--- config.mk ---
export PLATFORM = sky130hd
export DESIGN_NAME = slsel_top
export DESIGN_NICKNAME = d
export VERILOG_FILES = /design/src/design/slsel_pkg.sv /design/src/design/slsel_sync_if.sv /design/src/design/slsel_top.sv /design/src/design/slsel_sync.sv
export VERILOG_INCLUDE_DIRS = /design/src /design/src/design
export SDC_FILE = /design/constraint.sdc
export NUM_CORES = 1
export LEC_CHECK = 0
export BUFFER_PORTS_ARGS = -buffer_cell sky130_fd_sc_hd__clkbuf_2
export CAP_MARGIN = 20
export CORE_MARGIN = 5
export CORE_UTILIZATION = 52
export CTS_CLUSTER_DIAMETER = 120
export DETAILED_ROUTE_END_ITERATION = 10
export PLACE_DENSITY = 0.84
export SLEW_MARGIN = 20
export SYNTH_ARGS = -nofsm -noshare
export SYNTH_HDL_FRONTEND = slang
export SYNTH_SLANG_ARGS = --single-unit
--- constraint.sdc ---
create_clock -name clk_sys -period 3.2 [get_ports clk_sys]
set_clock_uncertainty 0.15 [all_clocks]
set_input_delay 0.16 -clock clk_sys [delete_from_list [all_inputs] [get_ports clk_sys]]
set_output_delay 0.16 -clock clk_sys [all_outputs]
set_load 0.01 [all_outputs]
--- src/design/slsel_defines.svh ---
// Constants of the sequence launch selector: input counts, widths, codes, sequence limit, stage reset value.
// Assumes inclusion by bare name from the selector's design files.
`ifndef SLSEL_DEFINES_SVH
`define SLSEL_DEFINES_SVH

`define SLSEL_NUM_INPUTS   9
`define SLSEL_SEL_BITS     7
`define SLSEL_ASSIGN_W     4
`define SLSEL_ASSIGN_NONE  4'h0
`define SLSEL_MODE_EDGE    1'b0
`define SLSEL_MODE_LEVEL   1'b1
`define SLSEL_ECHO_ON      1'b1
`define SLSEL_SEQ_MAX      7'h63
`define SLSEL_STMT_W       16
`define SLSEL_RST_STAGE    1'b0

`endif

--- src/design/slsel_pkg.sv ---
// Types shared by the sequence launch selector modules.
// Assumes slsel_defines.svh for widths.
`include "slsel_defines.svh"

package slsel_pkg;

	typedef enum logic [0:0] {
		SLSEL_IDLE = 1'b0,
		SLSEL_RUN  = 1'b1
	} slsel_state_type;

	typedef logic [`SLSEL_ASSIGN_W-1:0] slsel_assign_type;

endpackage : slsel_pkg

--- src/design/slsel_sync_if.sv ---
// Carrier between the selector top and its input synchroniser.
// Assumes one clock domain; raw comes from pins, sync goes back resampled.
`timescale 1ns/10ps
`default_nettype none

interface slsel_sync_if #(
	parameter int W = 9
);
	logic [W-1:0] raw;
	logic [W-1:0] sync;

	modport sync_side (input raw, output sync);
	modport user_side (output raw, input sync);
endinterface : slsel_sync_if

`default_nettype wire

--- src/design/slsel_top.sv ---
// Sequence launch selector: start, resume and abort of stored sequences
// from discrete inputs, start and abort also from terminal requests, plus statement echo.
// Assumes a sequence interpreter that takes seq_start/resume/abort pulses,
// reports seq_done and statement strobes, and a terminal that resolves names.
`timescale 1ns/10ps
`default_nettype none
`include "slsel_defines.svh"

module slsel_top
	import slsel_pkg::*;
#(
	parameter int N_INPUTS = `SLSEL_NUM_INPUTS,
	parameter int SEL_BITS = `SLSEL_SEL_BITS,
	parameter int STMT_W   = `SLSEL_STMT_W
) (
	// Clock and reset
	input  wire logic                clk_sys,
	input  wire logic                resetn,
	// General-purpose discrete inputs, bit 0 is input one
	input  wire logic [N_INPUTS-1:0] gp_in,
	// Configuration
	input  wire slsel_assign_type    start_input_assign,
	input  wire slsel_assign_type    abort_input_assign,
	input  wire logic [N_INPUTS-1:0] other_func_mask,
	input  wire logic                start_action_mode,
	input  wire logic                echo_enable,
	// Terminal requests
	input  wire logic                term_run_req,
	input  wire logic [SEL_BITS-1:0] term_run_seq,
	input  wire logic                term_abort_req,
	// Interpreter status
	input  wire logic                seq_done,
	input  wire logic                stmt_valid,
	input  wire logic [STMT_W-1:0]   stmt_code,
	// Interpreter commands
	output logic                     seq_start,
	output logic                     seq_resume,
	output logic                     seq_abort,
	output logic [SEL_BITS-1:0]      seq_number,
	output logic                     seq_running,
	// Terminal echo
	output logic                     echo_valid,
	output logic [STMT_W-1:0]        echo_code
);

	typedef struct packed {
		slsel_state_type     st;
		logic                start_prev;
		logic                start_pulse;
		logic                resume_pulse;
		logic                abort_pulse;
		logic [SEL_BITS-1:0] number;
		logic                echo_pulse;
		logic [STMT_W-1:0]   echo_data;
	} slsel_top_state_type;

	slsel_top_state_type state_r;
	slsel_top_state_type state_nxt;

	logic [N_INPUTS-1:0] gp_sync;
	logic                start_lvl;
	logic                abort_lvl;
	logic                start_rise;
	logic                start_fall;
	logic                abort_any;
	logic [N_INPUTS-1:0] occupied;
	logic [SEL_BITS-1:0] sel_val;

	// Assign codes are four bits wide; more than fifteen inputs cannot be named
	initial begin
		if (N_INPUTS < 1 || N_INPUTS > 15) begin
			$error("slsel_top: N_INPUTS must be 1 to 15");
		end
		if (SEL_BITS < 1 || SEL_BITS > N_INPUTS) begin
			$error("slsel_top: SEL_BITS must be 1 to N_INPUTS");
		end
		if (STMT_W < 1) begin
			$error("slsel_top: STMT_W must be at least one");
		end
	end

	slsel_sync_if #(.W(N_INPUTS)) sync_bus ();

	assign sync_bus.raw = gp_in;
	assign gp_sync      = sync_bus.sync;

	slsel_sync #(
		.W       (N_INPUTS)
	) u_sync (
		.clk_sys (clk_sys),
		.resetn  (resetn),
		.io      (sync_bus)
	);

	// Code zero or beyond the last input selects nothing
	function automatic logic pick_input(input logic [N_INPUTS-1:0] v, input slsel_assign_type idx);
		logic r;
		r = 1'b0;
		for (int i = 0; i < N_INPUTS; i++) begin
			if (idx == `SLSEL_ASSIGN_W'(i + 1)) begin
				r = v[i];
			end
		end
		return r;
	endfunction : pick_input

	// One-hot mask of the input a code names, zero when unassigned
	function automatic logic [N_INPUTS-1:0] onehot_input(input slsel_assign_type idx);
		logic [N_INPUTS-1:0] r;
		r = '0;
		for (int i = 0; i < N_INPUTS; i++) begin
			if (idx == `SLSEL_ASSIGN_W'(i + 1)) begin
				r[i] = 1'b1;
			end
		end
		return r;
	endfunction : onehot_input

	assign start_lvl  = pick_input(gp_sync, start_input_assign);
	assign abort_lvl  = pick_input(gp_sync, abort_input_assign);
	// Edges come from synchronised levels only; a pulse that spans no rising clock edge is lost
	assign start_rise = start_lvl & ~state_r.start_prev;
	assign start_fall = ~start_lvl & state_r.start_prev;
	assign abort_any  = abort_lvl | term_abort_req;

	// Start and abort pins are functions too, so they drop out of the number
	assign occupied = other_func_mask
		| onehot_input(start_input_assign)
		| onehot_input(abort_input_assign);
	assign sel_val  = gp_sync[SEL_BITS-1:0] & ~occupied[SEL_BITS-1:0];

	always_comb begin
		state_nxt              = state_r;
		// Pulses last one cycle unless set again below
		state_nxt.start_prev   = start_lvl;
		state_nxt.start_pulse  = 1'b0;
		state_nxt.resume_pulse = 1'b0;
		state_nxt.abort_pulse  = 1'b0;
		state_nxt.echo_pulse   = 1'b0;
		unique case (state_r.st)
			SLSEL_IDLE: begin
				// A held abort blocks every launch
				if (abort_any) begin
					state_nxt.st = SLSEL_IDLE;
				end else if (start_rise) begin
					state_nxt.st          = SLSEL_RUN;
					state_nxt.start_pulse = 1'b1;
					state_nxt.number      = sel_val;
				end else if (term_run_req) begin
					state_nxt.st          = SLSEL_RUN;
					state_nxt.start_pulse = 1'b1;
					state_nxt.number      = term_run_seq;
				end
			end
			SLSEL_RUN: begin
				// Abort outranks level release, done and resume
				if (abort_any) begin
					state_nxt.st          = SLSEL_IDLE;
					state_nxt.abort_pulse = 1'b1;
				end else if (start_fall && start_action_mode == `SLSEL_MODE_LEVEL) begin
					state_nxt.st          = SLSEL_IDLE;
					state_nxt.abort_pulse = 1'b1;
				end else if (seq_done) begin
					state_nxt.st = SLSEL_IDLE;
				end else if (start_rise && start_action_mode == `SLSEL_MODE_EDGE) begin
					state_nxt.resume_pulse = 1'b1;
				end
				// Judged apart, so the last statement before an abort is still reported
				if (stmt_valid && echo_enable == `SLSEL_ECHO_ON) begin
					state_nxt.echo_pulse = 1'b1;
					state_nxt.echo_data  = stmt_code;
				end
			end
		endcase
	end

	always_ff @(posedge clk_sys) begin
		if (!resetn) begin
			state_r <= '0;
		end else begin
			state_r <= state_nxt;
		end
	end

	// Every output is a state bit; nothing combinational reaches a pin
	assign seq_start   = state_r.start_pulse;
	assign seq_resume  = state_r.resume_pulse;
	assign seq_abort   = state_r.abort_pulse;
	assign seq_number  = state_r.number;
	assign seq_running = (state_r.st == SLSEL_RUN);
	assign echo_valid  = state_r.echo_pulse;
	assign echo_code   = state_r.echo_data;
endmodule : slsel_top

`default_nettype wire

--- src/design/slsel_sync.sv ---
// Two-stage synchroniser for the general-purpose inputs.
// Assumes clk_sys and synchronous active-low resetn; no other reader of stage one.
`timescale 1ns/10ps
`default_nettype none

module slsel_sync
	import slsel_pkg::*;
#(
	parameter int W = 9
) (
	// Clock and reset
	input  wire logic       clk_sys,
	input  wire logic       resetn,
	// Inputs and their resampled copy
	slsel_sync_if.sync_side io
);

	typedef struct packed {
		logic [W-1:0] stage1;
		logic [W-1:0] stage2;
	} slsel_sync_state_type;

	slsel_sync_state_type state_r;
	slsel_sync_state_type state_nxt;

	initial begin
		if (W < 1) begin
			$error("slsel_sync: width must be at least one");
		end
	end

	always_comb begin
		state_nxt        = state_r;
		state_nxt.stage1 = io.raw;
		state_nxt.stage2 = state_r.stage1;
	end

	always_ff @(posedge clk_sys) begin
		if (!resetn) begin
			state_r <= '0;
		end else begin
			state_r <= state_nxt;
		end
	end

	assign io.sync = state_r.stage2;
endmodule : slsel_sync

`default_nettype wire

======== Yosys cells after proc, flatten, opt, wreduce, memory -nomap -nowiden ========
Index checks and enable logic that the tools add are counted.
word-level totals
  ROM bits ................................ 0
  bits in registers ....................... 47
  latch bits .............................. 0
  memory bits (writable) .................. 0
  memories ................................ 0
  logic and storage cells ................. 95
operators by class
  add/subtract/negate cells ............... 0
  bitwise operators ....................... 13
  multipliers ............................. 0
  order comparisons ....................... 0
  div/mod/pow operators ................... 0
  shift-type cells ........................ 0
  reductions and logical operators ........ 9
  muxes and demuxes ....................... 45
  equality and inequality tests ........... 18
operators by type and width
  kind                  number
  $mux W1               41
  $eq A4 B3 Y1 const B  8
  $mux W17              1
  $eq A4 B2 Y1 const B  4
  $eq A4 B4 Y1 const B  4
  $mux W7               2
  $or A7 B7 Y7          2
  $eq A4 B1 Y1 const B  2
  $and A7 B7 Y7         1
  $not A7 Y7            1
  $not A1 Y1            6
  $reduce_or A5 Y1      1
  $reduce_and A2 Y1     2
  $logic_and A1 B1 Y1   3
  $reduce_and A3 Y1     1
  $and A1 B1 Y1         2
  $pmux W1 S2           1
  $reduce_bool A2 Y1    1
  $reduce_or A2 Y1      1
  $or A1 B1 Y1          1

======== Depth between registers and ports, before layout ========
  depth in word-level cells ............... 16
  mapped depth ............................ 8
  gate-level depth less buffers ........... 6

======== Cells and area by module ========
Synthesis repeated with hierarchy kept, for this count alone.
unflattened totals
  cell total of the unflattened synthesis .. 274
  area total of the unflattened synthesis .. 2472.4 sq um
modules (own cells, without submodules)
  module      sequential area each (sq um)  times used  area each (sq um)  cells an instance
  slsel_top   580.6                         1           1970.6             237
  slsel_sync  360.3                         1           501.7              37

======== Least setup slack after synthesis ========
No wires, ideal clock.
  path kind ............................... reg-to-reg
  start ................................... register u_sync.state_r (netlist bit u_sync.io.sync[2])
  end ..................................... register state_r (netlist bit seq_number[0])
  library setup time ...................... 0.153 ns
  buffers on the path ..................... 0
  slack ................................... 1.076 ns
  clock period less this slack ............ 2.124 ns
  data required time ...................... 2.897 ns
  arrival ................................. 1.821 ns
  stages on the path, launching flop included .. 7
  path through ............................ dfxtp_1 and3b_1 nor4_1 o22a_1 or4_4 o31ai_1 o22ai_2
on the way
  longest elaborated chain between the ends .. 10
  elaborated cells between the ends (all ways) .. 20
  those cells by class .................... mux (15); bitwise (3); reduce/logical (2)
RTL lines
  item                                                                      RTL line                            RTL
  start: declaration                                                        slsel_sync.sv:23                    slsel_sync_state_type state_r;
  start signal: assignment                                                  slsel_sync.sv:42                    state_r <= state_nxt;
  $mux W1 (7 in series)                                                     slsel_top.sv:100                    if (idx == `SLSEL_ASSIGN_W'(i + 1)) begin
  $and A1 B1 Y1 / $or A1 B1 Y1 (equally long branches)                      slsel_top.sv:122, slsel_top.sv:124
  $reduce_bool A2 Y1 (no source line) / $not A1 Y1 (equally long branches)  --
  $reduce_and A3 Y1 (no source line)                                        --
  end signal: assignment                                                    slsel_top.sv:181                    state_r <= state_nxt;
  end: declaration                                                          slsel_top.sv:57                     slsel_top_state_type state_r;
Parallel ways exist; a longest one is shown, timed or not.
A chain may end at the register's enable or synchronous reset.

======== Final worst setup path ========
Same ends and word-level chain as after synthesis.

==> metrics.txt <==
Top FF cell, synth=dfxtp_1; Ant. Diodes=0; Synth Area in Compound Gates=18.2%; crit share post-route=68.3%; half-perimeter wire length after placement=3660 um; Post-synth EDFFs=0; Setup Buffers After CTS=0; required time of the critical path=between 3000 and 4000 ps; total number of yosys warnings=0; RSZ-0062 raised after global routing=no; fill count=~350; initial core utilization=roughly 55%; pin count of the biggest net entering global routing=40; total negative slack=0 ps; vias in the first global route=a little under 2k; min Tclk post-route=between 2000 and 2500 ps; XOR/XNOR Fraction of Synth Area=0%; Total Power=1.30 mW; core area=0.00409 mm2; syn_nets=312; H-Tree Depth=2; # DRC=0; grt total ovfl=0; worst hold path type=in -> reg; sequential cell area=941 um2; total number of vias=2,017; antenna-violating nets left=0; RD Place Congestion=0.861; CP Capture Type=flip-flop; Mapped Cells=255; worst-margin pin slew=786 ps; post-synthesis mux area share=3.59%; hold_ws=5.35 ps; CP Max Fanout=9; routed wire length=5160 um; P&R area growth vs syn=30.5%; main combinational cell family by area after synthesis=simple AND/OR/NAND/NOR gates; Layout Nets=397; Peak VDD IR=312 uV; initial antenna violation count=0; worst skew pair latency=290 ps; Vias/cell=between 5 and 6; crit path launch type=flip-flop; TritonCTS clock tree=yes; max_slew headroom=47.3%; sequential area share after synthesis=42.2%; Peak Freq=458 MHz; TritonCTS Buffers=5; setup violators final=0; Clock Path Buffers=2; Iter 0 DRT Violations=73; Core Util, Final=71.2%; gr usage total=19.0%; CTS Root Cell=clkbuf_8; syn_area_per_cell=8.74 um2; DR WL/cell=13.2 um; die area=between 0.005 and 0.006 mm2; row count=23; max-slew violation count=0; clk sinks=47; Final Hold Vio Count=0; Synth Register Bits=47; simple-gate share of the synthesized area=around 23%; DRT Pass-1 Iters=5; DP Cell Count=353; Pwr Density=447 mW/mm2; Synth async-reset ratio=0%; leakage power=between 1 and 1.5 nW; Worst EP arrival=2260 ps; max cap viols=0; final cell count without fillers=391; adder-cell area share of the yosys netlist=0%; area of the multi-input gates=996 um2; layout cells sized above 1=around 28%; first-pass GRT wire length=~8400 um; # IOs=85; die height=75.5 um; Setup Crit Path Kind=reg -> reg; port buffer count=82; status=finished clean; Post-Synthesis Cell Area=0.00223 mm2; clock transition at the registers of the reported paths=90 ps; Die W=75.5 um; Distinct cells, synth=50
[path summary, 6_finish.rpt]
kind	slack [ps]	endpoint	from	cells past startpoint
worst max-delay path	1020	seq_number[0]$_SDFFE_PN0P_	u_sync.io.sync[2]$_SDFF_PN0_	6
worst min-delay path	5	seq_number[5]$_SDFFE_PN0P_	term_run_seq[5]	3
worst max register to register	1020	seq_number[0]$_SDFFE_PN0P_	u_sync.io.sync[2]$_SDFF_PN0_	6
worst min register to register	290	u_sync.io.sync[4]$_SDFF_PN0_	u_sync.state_nxt[4]$_SDFF_PN0_	1
[registers in the layout, indices dropped and copies added (netlist names)]
| register | flops |
|---|---|
| seq_start | 1 |
| echo_valid | 1 |
| seq_abort | 1 |
| seq_resume | 1 |
| echo_code | 16 |
| state_r | 1 |
| u_sync.state_nxt | 9 |
| seq_number | 7 |
| seq_running | 1 |
| u_sync.io.sync | 9 |
[final cells by class]
type                    count  share of cell area [%]
multi-input cells         157                    34.2
flip-flops and latches     47                    32.3
repair buffers            113                    24.7
clock buffers               6                    2.49
well taps                  50                    2.15
clock inverters             2                    2.06
inverters                  16                    2.06
[stage by stage]
| stage | instance area [um2] | worst slack, ps |
|---|---|---|
| floorplan | 2230 | 1080 |
| global placement | 2480 | 861 |
| detailed placement | 2480 | 750 |
| CTS | 2910 | 1010 |
| global route | 2910 | 880 |
| finish | 2910 | 1020 |
[cell usage in the layout, fill, tap and decap left out, drive strengths merged, types with 3 or more instances in the layout]
cell / Yosys / final
dfxtp: 47 / 47
clkbuf: 7 / 88
mux2i: 8 / 8
o22ai: 8 / 8
nand2: 36 / 36
o21ai: 5 / 5
inv: 16 / 16
a21boi: 17 / 17
dlygate4sd3: 0 / 30
nor2: 8 / 8
nor3: 4 / 4
a31oi: 3 / 3
a2111oi: 3 / 3
nand2b: 4 / 4
nor3b: 6 / 6
nor2b: 3 / 3
or3: 3 / 3
and2: 19 / 19
[synth_stat cells (6+ instances only)]
cell type / count / area share, %
clkbuf_1: 7 / 1.2
a21boi_0: 17 / 5.7
and2_1: 19 / 5.3
mux2i_1: 8 / 3.6
nor2_1: 8 / 1.3
nor3b_1: 6 / 2.0
buf_4: 24 / 8.1
inv_1: 16 / 2.7
o22ai_1: 7 / 2.0
nand2_1: 36 / 6.1
dfxtp_1: 47 / 42
[repair_timing]
| action | CTS | global route |
|---|---|---|
| endpoints found under the hold margin | 30 | 0 |
| resized for setup | 0 | 0 |
| endpoints found under the setup margin | 0 | 0 |
| hold buffers | 30 | 0 |
[worst max-delay path, stage by stage, from the launching register on]
cell and delay (ps):
dfxtp_1 320, and3b_1 200, nor4_1 50, o22a_1 180
or4_4 460, or4b_4 580, o22ai_2 190
[logic make-up (layout without fill, tap and decap cells)]
logic type             Yosys count  in the layout
AO/OA/AOI/OAI                   54             54
buffers and inverters           51            137
flip-flops                      47             47
multiplexers                     8              8
AND/OR/NAND/NOR                 95             95
[power by group]
group / leakage (nW) / internal (mW) / switching, mW / total (mW)
Combinational: 0.851 / 0.0965 / 0.0815 / 0.178
Sequential: 0.384 / 0.607 / 0.0117 / 0.619
Clock: 0.0654 / 0.312 / 0.192 / 0.504
[layer usage]
layer	global-route usage, %	vias up	routed length [um]
li1	-	1019	-
met1	22.3	919	2070
met2	33.3	73	2670
met3	5.67	6	355
met4	6.02	0	55
met5	0	-	0
Note: power is estimated with default switching activity, not from simulation.
